## src/verilog/amsc_cfg.svh

```systemverilog
// Constants for the converter and multiplexer sequencing control
`ifndef AMSC_CFG_SVH
`define AMSC_CFG_SVH
`define AMSC_WL_MIN      4'h6
`define AMSC_WL_MAX      4'hc
`define AMSC_ADDR_W      6
`define AMSC_ADDR_ZERO   6'h00
`define AMSC_ADDR_ONE    6'h01
`define AMSC_MID_CODE    12'h800
`define AMSC_RES_ZERO    12'h000
`define AMSC_BIT_ONE     12'h001
`define AMSC_MSB_IDX     4'hb
`define AMSC_IDX_ONE     4'h1
`define AMSC_STEPS_ZERO  4'h0
`define AMSC_ALL_ONES    12'hfff
`endif

```

## src/verilog/amsc_pkg.sv

```systemverilog
// Types for the converter and multiplexer sequencing control
package amsc_pkg;
   // Conversion sequencer states
   typedef enum logic [1:0] {
      AMSC_IDLE,
      AMSC_CONV
   } amsc_state_type;

   // Start and clear request group
   typedef struct packed {
      logic start_pulse;
      logic start_button;
      logic host_io_transfer_instruction;
      logic clear_flag;
      logic host_read_buffer;
   } amsc_ctrl_type;

   // Multiplexer command group
   typedef struct packed {
      logic       sequential_mode;
      logic [5:0] random_address;
      logic       step_command;
      logic       step_button;
      logic       manual_channel_zero_button;
   } amsc_mux_cmd_type;
endpackage : amsc_pkg

```

## src/verilog/amsc_top.sv

```systemverilog
// Converter sequencing, done flag and multiplexer address control
`timescale 1ns/10ps
`include "amsc_cfg.svh"
//==========================================================
// Overview of operation
// - Standalone, a convert request pulse on the start input begins conversion.
// - With a host, an I/O transfer instruction begins conversion.
// - Each manual convert button press begins a new conversion.
// - Word length selector sets 6 to 12 bits and the step count.
// - Result is offset code: zero volts 4000, full negative 0000.
// - Done shows on two complementary outputs at conversion end.
// - Done holds until a clear pulse or a new convert request.
// - Host read buffer command clears done.
// - No recovery time; a new start is accepted right after finishing.
// - Channel count is a multiple of four, one to sixteen groups.
// - Random mode connects the channel on the random address inputs.
// - Sequential mode adds one to the address per step command.
// - Stepping from the highest channel wraps to zero.
// - Sequential mode ignores the random address inputs.
// - Manual zero button forces channel zero.
// - Manual step button advances like a step command.
// - Current address shows on six indicator outputs.
// - Without a converter the manual convert button does nothing.
module amsc_top
   import amsc_pkg::*;
#(
   parameter int  GROUPS        = 16,  // Switch groups of four channels
   parameter bit  HAS_CONVERTER = 1'b1 // Converter fitted
) (
   input  wire logic             ref_clk,        // 50 MHz clock
   input  wire logic             rst,            // Sync reset, active high
   input  wire amsc_ctrl_type    ctrl,           // Start and clear requests
   input  wire logic [3:0]       word_length,    // Selected bits, 6..12
   input  wire logic             compare_above,  // Comparator: input above trial
   input  wire amsc_mux_cmd_type mux_cmd,        // Multiplexer commands
   output logic [11:0]           trial_code,     // Trial code to the DAC
   output logic [11:0]           result,         // Converted result
   output logic                  done,           // Done flag
   output logic                  done_n,         // Complement of done
   output logic                  busy,           // Conversion in progress
   output logic [5:0]            channel_address // Address and indicators
);
   //==========================================================
   // Usage notes
   // All start sources are merged into one request; any of them
   // restarts a conversion in progress, so a caller that pulses twice
   // simply loses the first conversion.
   // The word length is taken at the start edge only; moving the
   // selector mid-conversion has no effect until the next start.
   // Selector values outside 6..12 are clamped rather than refused,
   // so a stray code still gives a bounded conversion time.
   // The comparator input is read on every busy cycle; it must be
   // settled against the trial word of the previous edge.
   // The result is left justified: a short word leaves the low bits
   // at zero, so the host reads the same scale at every length.
   // Done drops on the start edge and rises on the edge that resolves
   // the last bit; it is never high while busy.
   // End of conversion beats a clear in the same cycle, so a late
   // clear cannot hide a fresh result from the reader.
   // A start beats both, so done never reports a stale result.
   // The zero button beats every other address command, which lets
   // an operator recover the sequence at any time.
   // In random mode the address follows the random inputs each cycle
   // unless a step arrives; codes above the last fitted channel are
   // clamped so an unfitted switch group is never selected.
   // The address indicators are the address register itself, so the
   // panel always shows the channel really in use.
   // Without a converter fitted the manual convert button is masked
   // at the decode, and nothing else changes.
   // There is no buffering: a result stands only until the next
   // completion, so the reader must keep pace with the starts.
   //==========================================================
   // Derived values
   localparam logic [5:0] LAST_CH = 6'((GROUPS * 4) - 1);

   amsc_state_type state;
   logic [3:0]  bit_idx;
   logic [3:0]  steps_left;
   logic [3:0]  wl_eff;
   logic        start_req;
   logic        clear_req;
   logic        button_start;
   logic        step_req;

   //==========================================================
   // Request decode
   assign button_start = ctrl.start_button & HAS_CONVERTER;
   assign start_req = ctrl.start_pulse
                    | ctrl.host_io_transfer_instruction
                    | button_start;
   assign clear_req = ctrl.clear_flag | ctrl.host_read_buffer;
   assign step_req  = mux_cmd.step_command | mux_cmd.step_button;

   // Clamp selector into the legal range
   always_comb begin
      if (word_length < `AMSC_WL_MIN) begin
         wl_eff = `AMSC_WL_MIN;
      end else if (word_length > `AMSC_WL_MAX) begin
         wl_eff = `AMSC_WL_MAX;
      end else begin
         wl_eff = word_length;
      end
   end

   //==========================================================
   // Successive approximation sequencer
   always_ff @(posedge ref_clk) begin
      if (rst) begin
         state      <= AMSC_IDLE;
         bit_idx    <= `AMSC_MSB_IDX;
         steps_left <= `AMSC_STEPS_ZERO;
         trial_code <= `AMSC_RES_ZERO;
      end else if (start_req) begin
         // A new start restarts at once, even right after finishing
         state      <= AMSC_CONV;
         bit_idx    <= `AMSC_MSB_IDX;
         steps_left <= wl_eff;
         trial_code <= `AMSC_MID_CODE;
      end else begin
         case (state)
            AMSC_IDLE: begin
               state <= AMSC_IDLE;
            end
            AMSC_CONV: begin
               // Keep or drop the trial bit, then try the next one
               if (!compare_above) begin
                  trial_code[bit_idx] <= 1'b0;
               end
               if (steps_left == `AMSC_IDX_ONE) begin
                  state <= AMSC_IDLE;
               end else begin
                  trial_code[bit_idx - `AMSC_IDX_ONE] <= 1'b1;
                  bit_idx    <= bit_idx - `AMSC_IDX_ONE;
                  steps_left <= steps_left - `AMSC_IDX_ONE;
               end
            end
            default: begin
               state <= AMSC_IDLE;
            end
         endcase
      end
   end

   assign busy = (state == AMSC_CONV);

   //==========================================================
   // Result capture, offset code kept in the top bits
   always_ff @(posedge ref_clk) begin
      if (rst) begin
         result <= `AMSC_RES_ZERO;
      end else if (busy && !start_req && steps_left == `AMSC_IDX_ONE) begin
         // Bit 11 set means at or above zero volts, giving 4000 octal
         result <= compare_above ? trial_code
                                 : (trial_code & ~(`AMSC_BIT_ONE << bit_idx));
      end
   end

   //==========================================================
   // Done flag; end of conversion wins over a clear in the same cycle
   always_ff @(posedge ref_clk) begin
      if (rst) begin
         done <= 1'b0;
      end else if (start_req) begin
         done <= 1'b0;
      end else if (busy && steps_left == `AMSC_IDX_ONE) begin
         done <= 1'b1;
      end else if (clear_req) begin
         done <= 1'b0;
      end
   end

   assign done_n = ~done;

   //==========================================================
   // Multiplexer address controller, also the indicator drive
   always_ff @(posedge ref_clk) begin
      if (rst) begin
         channel_address <= `AMSC_ADDR_ZERO;
      end else if (mux_cmd.manual_channel_zero_button) begin
         channel_address <= `AMSC_ADDR_ZERO;
      end else if (mux_cmd.sequential_mode) begin
         // Random inputs ignored here
         if (step_req) begin
            if (channel_address >= LAST_CH) begin
               channel_address <= `AMSC_ADDR_ZERO;
            end else begin
               channel_address <= channel_address + `AMSC_ADDR_ONE;
            end
         end
      end else if (step_req) begin
         // Manual step also advances in random mode
         channel_address <= (channel_address >= LAST_CH) ? `AMSC_ADDR_ZERO
                                : channel_address + `AMSC_ADDR_ONE;
      end else begin
         channel_address <= (mux_cmd.random_address > LAST_CH) ? LAST_CH
                                : mux_cmd.random_address;
      end
   end

   //==========================================================
   // Check helpers: busy cycle count and latched word length
   logic [3:0]  busy_run;
   logic [3:0]  wl_taken;
   logic [11:0] low_mask;

   // Count busy cycles since the last start
   always_ff @(posedge ref_clk) begin
      if (rst) begin
         busy_run <= `AMSC_STEPS_ZERO;
      end else if (start_req) begin
         busy_run <= `AMSC_STEPS_ZERO;
      end else if (busy) begin
         busy_run <= busy_run + `AMSC_IDX_ONE;
      end
   end

   // Word length in force for the current conversion
   always_ff @(posedge ref_clk) begin
      if (rst) begin
         wl_taken <= `AMSC_WL_MIN;
      end else if (start_req) begin
         wl_taken <= wl_eff;
      end
   end

   // Result bits below the selected word length
   assign low_mask = `AMSC_ALL_ONES >> wl_taken;

   //==========================================================
   // Checks
   done_low_busy_a: assert property (@(posedge ref_clk) disable iff (rst)
      busy |-> !done) else $error("done high during conversion");
   done_compl_a: assert property (@(posedge ref_clk) disable iff (rst)
      done_n == !done) else $error("done outputs not complementary");
   start_clears_a: assert property (@(posedge ref_clk) disable iff (rst)
      start_req |=> !done && busy) else $error("start did not clear done");
   clear_flag_a: assert property (@(posedge ref_clk) disable iff (rst)
      (clear_req && !start_req && !busy) |=> !done) else $error("clear ignored");
   conv_len_a: assert property (@(posedge ref_clk) disable iff (rst)
      (start_req && word_length == 4'h6) ##1 (!start_req)[*6] |=> done)
      else $error("six bit conversion length wrong");
   done_hold_a: assert property (@(posedge ref_clk) disable iff (rst)
      (done && !start_req && !clear_req) |=> done) else $error("done dropped");
   seq_step_a: assert property (@(posedge ref_clk) disable iff (rst)
      (mux_cmd.sequential_mode && step_req && !mux_cmd.manual_channel_zero_button
       && channel_address < LAST_CH) |=> channel_address == $past(channel_address) + 6'h01)
      else $error("step did not add one");
   seq_wrap_a: assert property (@(posedge ref_clk) disable iff (rst)
      (step_req && !mux_cmd.manual_channel_zero_button && channel_address == LAST_CH)
      |=> channel_address == 6'h00) else $error("no wrap to zero");
   zero_btn_a: assert property (@(posedge ref_clk) disable iff (rst)
      mux_cmd.manual_channel_zero_button |=> channel_address == 6'h00)
      else $error("zero button ignored");
   seq_hold_a: assert property (@(posedge ref_clk) disable iff (rst)
      (mux_cmd.sequential_mode && !step_req && !mux_cmd.manual_channel_zero_button)
      |=> $stable(channel_address)) else $error("random inputs used in sequence");
   // External convert pulse starts at the mid-scale trial word
   pulse_start_a: assert property (@(posedge ref_clk) disable iff (rst)
      ctrl.start_pulse |=> busy && trial_code == `AMSC_MID_CODE)
      else $error("convert pulse did not start");
   // Host transfer instruction starts a conversion
   host_start_a: assert property (@(posedge ref_clk) disable iff (rst)
      ctrl.host_io_transfer_instruction |=> busy)
      else $error("host start ignored");
   // Manual button starts a conversion when fitted
   button_start_a: assert property (@(posedge ref_clk) disable iff (rst)
      (ctrl.start_button && HAS_CONVERTER) |=> busy)
      else $error("button start ignored");
   // Manual button alone does nothing without a converter
   button_dead_a: assert property (@(posedge ref_clk) disable iff (rst)
      (!HAS_CONVERTER && ctrl.start_button && !ctrl.start_pulse
       && !ctrl.host_io_transfer_instruction && !busy) |=> !busy)
      else $error("button started without converter");
   // Clamped word length stays in range
   wl_range_a: assert property (@(posedge ref_clk) disable iff (rst)
      wl_eff >= `AMSC_WL_MIN && wl_eff <= `AMSC_WL_MAX)
      else $error("word length out of range");
   // Conversion takes one cycle per bit
   conv_steps_a: assert property (@(posedge ref_clk) disable iff (rst)
      $rose(done) |-> busy_run == wl_taken)
      else $error("conversion step count wrong");
   // Bits below the word length read zero
   result_lsbs_a: assert property (@(posedge ref_clk) disable iff (rst)
      $rose(done) |-> (result & low_mask) == `AMSC_RES_ZERO)
      else $error("unused result bits set");
   // Result stands outside conversions
   result_hold_a: assert property (@(posedge ref_clk) disable iff (rst)
      !busy |=> $stable(result))
      else $error("result changed while idle");
   // Last bit raises done and ends busy
   done_rise_a: assert property (@(posedge ref_clk) disable iff (rst)
      (busy && !start_req && steps_left == `AMSC_IDX_ONE) |=> done && !busy)
      else $error("done not raised at end");
   // Complement output high while converting
   done_n_busy_a: assert property (@(posedge ref_clk) disable iff (rst)
      busy |-> done_n)
      else $error("done complement low while busy");
   // Done never overlaps busy
   done_busy_a: assert property (@(posedge ref_clk) disable iff (rst)
      done |-> !busy)
      else $error("busy with done high");
   // Read buffer clears done
   read_clear_a: assert property (@(posedge ref_clk) disable iff (rst)
      (ctrl.host_read_buffer && !busy) |=> !done)
      else $error("read buffer did not clear");
   // Start accepted right after completion
   no_recovery_a: assert property (@(posedge ref_clk) disable iff (rst)
      (done && start_req) |=> busy)
      else $error("start refused after done");
   // Idle stays idle without a start
   idle_stays_a: assert property (@(posedge ref_clk) disable iff (rst)
      (!busy && !start_req) |=> !busy)
      else $error("busy without start");
   // Trial word frozen while idle
   idle_trial_a: assert property (@(posedge ref_clk) disable iff (rst)
      (!busy && !start_req) |=> $stable(trial_code))
      else $error("trial changed while idle");
   // Busy never outlasts the word length
   busy_len_a: assert property (@(posedge ref_clk) disable iff (rst)
      busy |-> busy_run < wl_taken)
      else $error("busy too long");
   // Bits resolved from the top down
   bit_order_a: assert property (@(posedge ref_clk) disable iff (rst)
      (busy && !start_req && steps_left != `AMSC_IDX_ONE)
      |=> bit_idx == $past(bit_idx) - `AMSC_IDX_ONE)
      else $error("bit order wrong");
   // Every start tries the mid-scale word first
   mid_trial_a: assert property (@(posedge ref_clk) disable iff (rst)
      start_req |=> trial_code == `AMSC_MID_CODE)
      else $error("first trial not mid scale");
   // Random mode follows the random inputs
   rand_load_a: assert property (@(posedge ref_clk) disable iff (rst)
      (!mux_cmd.sequential_mode && !step_req && !mux_cmd.manual_channel_zero_button
       && mux_cmd.random_address <= LAST_CH)
      |=> channel_address == $past(mux_cmd.random_address))
      else $error("random address not loaded");
   // Unfitted random codes clamp to the last channel
   rand_clamp_a: assert property (@(posedge ref_clk) disable iff (rst)
      (!mux_cmd.sequential_mode && !step_req && !mux_cmd.manual_channel_zero_button
       && mux_cmd.random_address > LAST_CH)
      |=> channel_address == LAST_CH)
      else $error("random address not clamped");
   // Address never beyond the fitted channels
   addr_range_a: assert property (@(posedge ref_clk) disable iff (rst)
      channel_address <= LAST_CH)
      else $error("address beyond last channel");
   // Manual step button advances by one
   step_button_a: assert property (@(posedge ref_clk) disable iff (rst)
      (mux_cmd.step_button && !mux_cmd.manual_channel_zero_button
       && channel_address < LAST_CH)
      |=> channel_address == $past(channel_address) + `AMSC_ADDR_ONE)
      else $error("step button did not advance");
endmodule : amsc_top

```

## config.mk

```make
export PLATFORM = sky130hd
export DESIGN_NAME = amsc_top
export DESIGN_NICKNAME = d
export VERILOG_FILES = /design/src/verilog/amsc_pkg.sv /design/src/verilog/amsc_top.sv
export VERILOG_INCLUDE_DIRS = /design/src /design/src/verilog
export SDC_FILE = /design/constraint.sdc
export NUM_CORES = 1
export LEC_CHECK = 0
export BUFFER_PORTS_ARGS = -buffer_cell sky130_fd_sc_hd__buf_4
export CAP_MARGIN = 20
export CORE_UTILIZATION = 47
export CTS_CLUSTER_SIZE = 14
export DETAILED_ROUTE_END_ITERATION = 8
export HOLD_SLACK_MARGIN = 0.08
export PLACE_DENSITY_LB_ADDON = 0.25
export SLEW_MARGIN = 20
export SYNTH_ARGS = -nofsm -noshare
export SYNTH_HDL_FRONTEND = slang
export SYNTH_SLANG_ARGS = --single-unit
```

## constraint.sdc

```tcl
create_clock -name ref_clk -period 1.6 [get_ports ref_clk]
set_clock_uncertainty 0.05 [all_clocks]
set_input_delay 0 -clock ref_clk [delete_from_list [all_inputs] [get_ports ref_clk]]
set_output_delay 0 -clock ref_clk [all_outputs]
set_load 0.05 [all_outputs]
```

---- After elaboration in Yosys (flattened, before gate mapping) ----
Cells that the tools add are included.
storage, ports and cells
  input bits .............................. 22
  output and inout bits ................... 33
  register bits ........................... 40
  logic and storage cells ................. 74
cells by class
  reductions and logical operators ........ 12
  shifts and indexed selects .............. 1
  magnitude comparators ................... 8
  add/subtract/negate cells ............... 3
  multiplexer cells ....................... 27
  bitwise logic cells ..................... 11
  equality and inequality tests ........... 4
operators with widths
  operator                                                                              number
  12-bit two-way mux                                                                    8
  6-bit two-way mux                                                                     5
  12-bit bitwise AND                                                                    2
  12-bit NOT                                                                            2
  4-bit two-way mux                                                                     5
  12-bit OR                                                                             1
  1-bit by 4-bit left shift with 12-bit output (first input constant)                   1
  4-bit by 5-bit < comparator with 1-bit output (second input constant)                 2
  1-bit demux with 4-bit select                                                         2
  4-bit by 1-bit greater-or-equal comparator with 1-bit output (second input constant)  2
  4-bit by 1-bit subtractor with 4-bit output (second input constant)                   2
  1-bit two-way mux                                                                     7
  6-bit by 1-bit adder with 6-bit output (second input constant)                        1
  6-bit greater-or-equal comparator (second input constant)                             1
  6-bit greater-than comparator (second input constant)                                 1
  1-bit logical AND                                                                     5
  4-bit by 1-bit equality test with 1-bit output (second input constant)                1
  4-bit greater-than comparator (second input constant)                                 1
  4-bit by 3-bit < comparator with 1-bit output (second input constant)                 1
  1-bit OR                                                                              4
  2-bit AND reduction                                                                   2
  2-bit nonzero test                                                                    2
  2-bit OR reduction                                                                    2
  3-bit by 1-bit inequality test with 1-bit output (second input constant)              1
  other kinds (4)                                                                       5

---- Longest topological paths before layout ----
  depth after elaboration ................. 14
  mapped depth ............................ 7

---- Worst setup path before layout ----
No wires, ideal clock.
  kind .................................... reg2reg
  start ................................... register state[0]
  end ..................................... register result[11]
  arrival time ............................ 1.675 ns
  path slack .............................. -0.259 ns
  path buffers ............................ 1
  required time ........................... 1.417 ns
  cell stages (with the launch flop) ...... 5
  path through ............................ dfxtp_1 > buf_2 > or4bb_1 > nor2_2 > o22ai_1
on the way
  cells in the longest elaborated chain, start to end .. 2
RTL lines
  item                                line             RTL
  start, declared                     amsc_top.sv:76   amsc_state_type state;
  start signal, assigned              amsc_top.sv:109  state <= AMSC_IDLE;
  start signal, assigned              amsc_top.sv:115  state <= AMSC_CONV;
  start signal, assigned              amsc_top.sv:122  state <= AMSC_IDLE;
  1-bit logical AND                   amsc_top.sv:151  end else if (busy && !start_req && steps_left == `AMSC_IDX_ONE) begin
  1-bit logical AND (no source line)  -
  end signal, assigned                amsc_top.sv:150  result <= `AMSC_RES_ZERO;
  end signal, assigned                amsc_top.sv:153  result <= compare_above ? trial_code
  end, declared                       amsc_top.sv:37   output logic [11:0] result,
No other way between the ends.
A chain may end at the register's enable or synchronous reset.

---- Final worst setup path ----
  start ................................... register steps_left[1]
  end ..................................... register bit_idx[1]
on the way
  cells in the longest elaborated chain, start to end .. 3
RTL lines
  item                                                             line             RTL
  start, declared                                                  amsc_top.sv:78   logic [3:0] steps_left;
  start signal, assigned                                           amsc_top.sv:111  steps_left <= `AMSC_STEPS_ZERO;
  start signal, assigned                                           amsc_top.sv:117  steps_left <= wl_eff;
  start signal, assigned                                           amsc_top.sv:134  steps_left <= steps_left - `AMSC_IDX_ONE;
  4-bit by 1-bit equality test with 1-bit output (no source line)  -
  1-bit NOT (no source line)                                       -
  2-bit AND reduction (no source line)                             -
  end signal, assigned                                             amsc_top.sv:110  bit_idx <= `AMSC_MSB_IDX;
  end signal, assigned                                             amsc_top.sv:116  bit_idx <= `AMSC_MSB_IDX;
  end signal, assigned                                             amsc_top.sv:133  bit_idx <= bit_idx - `AMSC_IDX_ONE;
  end, declared                                                    amsc_top.sv:77   logic [3:0] bit_idx;
No other way between the ends.

==> impl_metrics.tcl <==
set metrics [dict create \
    portBuffers 54 \
    syn_area_per_cell_um2 8.558 \
    synth_ff_type "dfxtp_1" \
    fill_cells 310 \
    fin_crit_sh_pct 97.27 \
    relSlewSlack_pct 72.33 \
    hold_path_class "in -> reg" \
    yosysWarningCount 0 \
    grt_start_max_net_pins 20 \
    critPathKind "reg -> reg" \
    initialDrtViolationCount 139 \
    end_kind "flop" \
    synth-simple-area-share_pct 19.83 \
    grt_pass1_wl_um 9321 \
    die_y_um 68.66 \
    crit_required_ps 1770 \
    netlist_area_mm2 0.002088 \
    synth_top_area_cell "dfxtp_1" \
    holdWs_ps 64.42 \
    h-tree-depth 2 \
    synth_top_area_share_pct 38.35 \
    cts_inserted_buffers 5 \
    synth_xor_area_share_pct 0.4194 \
    hpwl_um 4009 \
    final_nets 361 \
    dieArea_mm2 0.004714 \
    num_rows 23 \
    critPathTopFamily "simple AND/OR/NAND/NOR gates" \
    critical_path_buf_inv_count 2 \
    yosys-top-cells-area "dfxtp_1 (38%), ha_1 (6.6%), o21ai_0 (6.0%)" \
    crit_start "steps_left[1]" \
    layout.cells.non_filler 379 \
    grt-ovfl-total 0 \
    dr.pass1.iters 4 \
    powerDensity_mw_per_mm2 799.0 \
    grt.total_usage_pct 26.84 \
    ant_nets 0 \
    slowest_delay_ps 410 \
    cts_max_path_buffers 2 \
    synth_top_family_by_area "compound AO/OA/AOI/OAI gates" \
    synth.area.mux_share_pct 4.014 \
    reg2reg_slack_ps 40 \
    final_util_pct 75.09 \
    synth.distinct_cells 52 \
    synth_seq_cells 40 \
    r2r-start "steps_left[1]" \
    grt_pass1_vias 2055 \
    coreArea_mm2 0.004144 \
    synthAdderAreaFrac_pct 6.591 \
    hold_violations 0 \
    slew_violations 0 \
    final_layout_size_suffix_gt1_share_pct 34.65 \
    vdd_ir_drop_max_uv 465.9 \
    diodes 0 \
    setup_viol 0 \
    rsz0062_at_grt "true" \
    startpoint_type "flop" \
    tightest_slew_ps 409.3 \
    clock.fmax_mhz 642.6 \
    syn_to_final_growth_pct 49.01 \
    cts_sinks 40 \
    synth-compound-area-share_pct 25.28 \
    root_buffer "clkbuf_8" \
    reg2reg_depth 6 \
    leakagePower_nw 1.230 \
    synth-seq-area-share_pct 38.35 \
    finalWeightedCongestion 0.8038 \
    maxCapViolations 0 \
    clk_pin_slew_worst_paths_ps 80 \
    wire_per_inst_um 15.94 \
    crit_arrival_ps 1730 \
    place_inst 351 \
    start_util_pct 50.39 \
    syn_inst 244 \
    synth_edf_count 0 \
    cts_setup_buffers 0 \
    r2r-end "bit_idx[1]" \
    finalCriticalPeriod_ps 1556 \
    crit_slowest_cell "or3b_4" \
    status "finished clean" \
    worstSetupEndpoint "bit_idx[1]" \
    crit_cells 6 \
    drt-total-wl_um 6042 \
    synth_fp_nets 277 \
    cts_tree "done" \
    via_per_inst 5.784 \
    worstPathCellList "inv_2 > ha_4 > or3b_4 > buf_6 > and3_1 > o21ai_0" \
    pin_count 55 \
    antenna_found_initial 0 \
    die_w_um 68.66 \
    ys_async_sr_fraction_pct 0 \
    clock_latency_ps 300 \
    crit_fanout 14 \
    via_count 2192 \
    drc 0 \
]
routing by layer:
metal	global-route usage, %	wire (um)
met1	33.83	2630
met2	45.47	2935
met3	3.783	390
met4	11.20	86
met5	0	0
cells in the final DEF, fill, tap and decap left out, types with 4 or more instances in the layout:
cell	netlist	layout
a21oi_1	15	14
buf_4	0	70
clkbuf_8	0	5
dfxtp_1	40	32
dfxtp_2	0	8
dlygate4sd3_1	0	19
ha_1	11	8
inv_1	15	14
nand2_1	19	19
nand3_1	5	4
nand4_1	7	7
nor2_1	9	8
nor3_1	4	4
o21ai_0	25	23
o22ai_1	20	20
worst min path at each step:
| stage | end | start | slack, ps | cells past startpoint |
|---|---|---|---|---|
| after detailed placement | state[0] | rst | 240 | 2 |
| after CTS | channel_address[1] | mux_cmd[1] | 50 | 4 |
| after global routing | channel_address[1] | mux_cmd[4] | 90 | 4 |
| after global placement | state[0] | rst | 240 | 2 |
| final | channel_address[1] | mux_cmd[4] | 60 | 4 |
| after floorplan | bit_idx[0] | rst | 80 | 2 |
cells in the mapped netlist, types with 2 or more instances:
library cell and number:
o21ai_0 25, o31ai_1 3, o221ai_1 3, o41ai_1 2
inv_1 15, nand2_1 19, nand3b_1 2, nor3_1 4
o2111ai_1 2, ha_1 11, a211oi_1 3, or3b_1 2
and4_1 2, o22ai_1 20, clkbuf_1 9, nor2_1 9
a211o_1 2, mux2i_1 5, nand3_1 5, dfxtp_1 40
and3_1 2, nand4_1 7, nor2b_1 3, buf_2 5
a21oi_1 15, mux2_2 3
kinds of logic after synthesis:
| kind of cell | count (synthesis) |
|---|---|
| buffers and inverters | 29 |
| multiplexers | 8 |
| flip-flops | 40 |
| AO/OA/AOI/OAI | 84 |
| AND/OR/NAND/NOR | 71 |
| adder cells (fa/ha/maj) | 11 |
| XOR/XNOR | 1 |
power by group:
group | switching (mW) | total (mW) | internal, mW | leakage [nW]
clock network | 0.373 | 1.15 | 0.780 | 0.0784
logic | 0.153 | 0.296 | 0.142 | 0.827
registers | 0.0237 | 1.04 | 1.01 | 0.325
total | 0.550 | 2.49 | 1.94 | 1.23
metrics by stage:
step / power [mW] / setup TNS [ps] / setup slack (ps) / area [um^2]
2_1_floorplan: 1.199 / -26.78 / -26.78 / 2141
3_3_place_gp: 1.297 / -40.24 / -12.21 / 2673
3_5_place_dp: 1.302 / -119.0 / -32.71 / 2673
4_1_cts: 2.476 / 0 / 2.350 / 3029
5_1_grt: 2.562 / -66.18 / -27.71 / 3112
6_report: 2.486 / 0 / 43.74 / 3112
final cells by class:
class	count	area, um^2	area share [%]
multi-input cells	176	1296	41.66
flip-flops and latches	40	810.8	26.06
well taps	50	62.56	2.010
clock buffers	5	68.82	2.212
clock inverters	3	90.09	2.895
inverters	15	56.30	1.809
repair buffers	90	726.9	23.36
repair_timing:
action	4_1_cts	5_1_grt
cloned	1	0
gates resized for setup	3	18
endpoints found under the hold margin	19	1
hold buffers	18	1
pin swaps	2	6
setup endpoints to repair	21	28
sequential cells by signal (all words and copies together), names as in the netlist:
| signal | count |
|---|---|
| bit_idx | 4 |
| done | 1 |
| channel_address | 6 |
| result | 12 |
| trial_code | 12 |
| state | 1 |
| steps_left | 4 |
worst min-delay path: stages:
cell	delay (ps)
buf_4	80
mux2_2	130
nand2_1	50
a21oi_1	120
No activity file was read; power rests on OpenSTA's default activity.
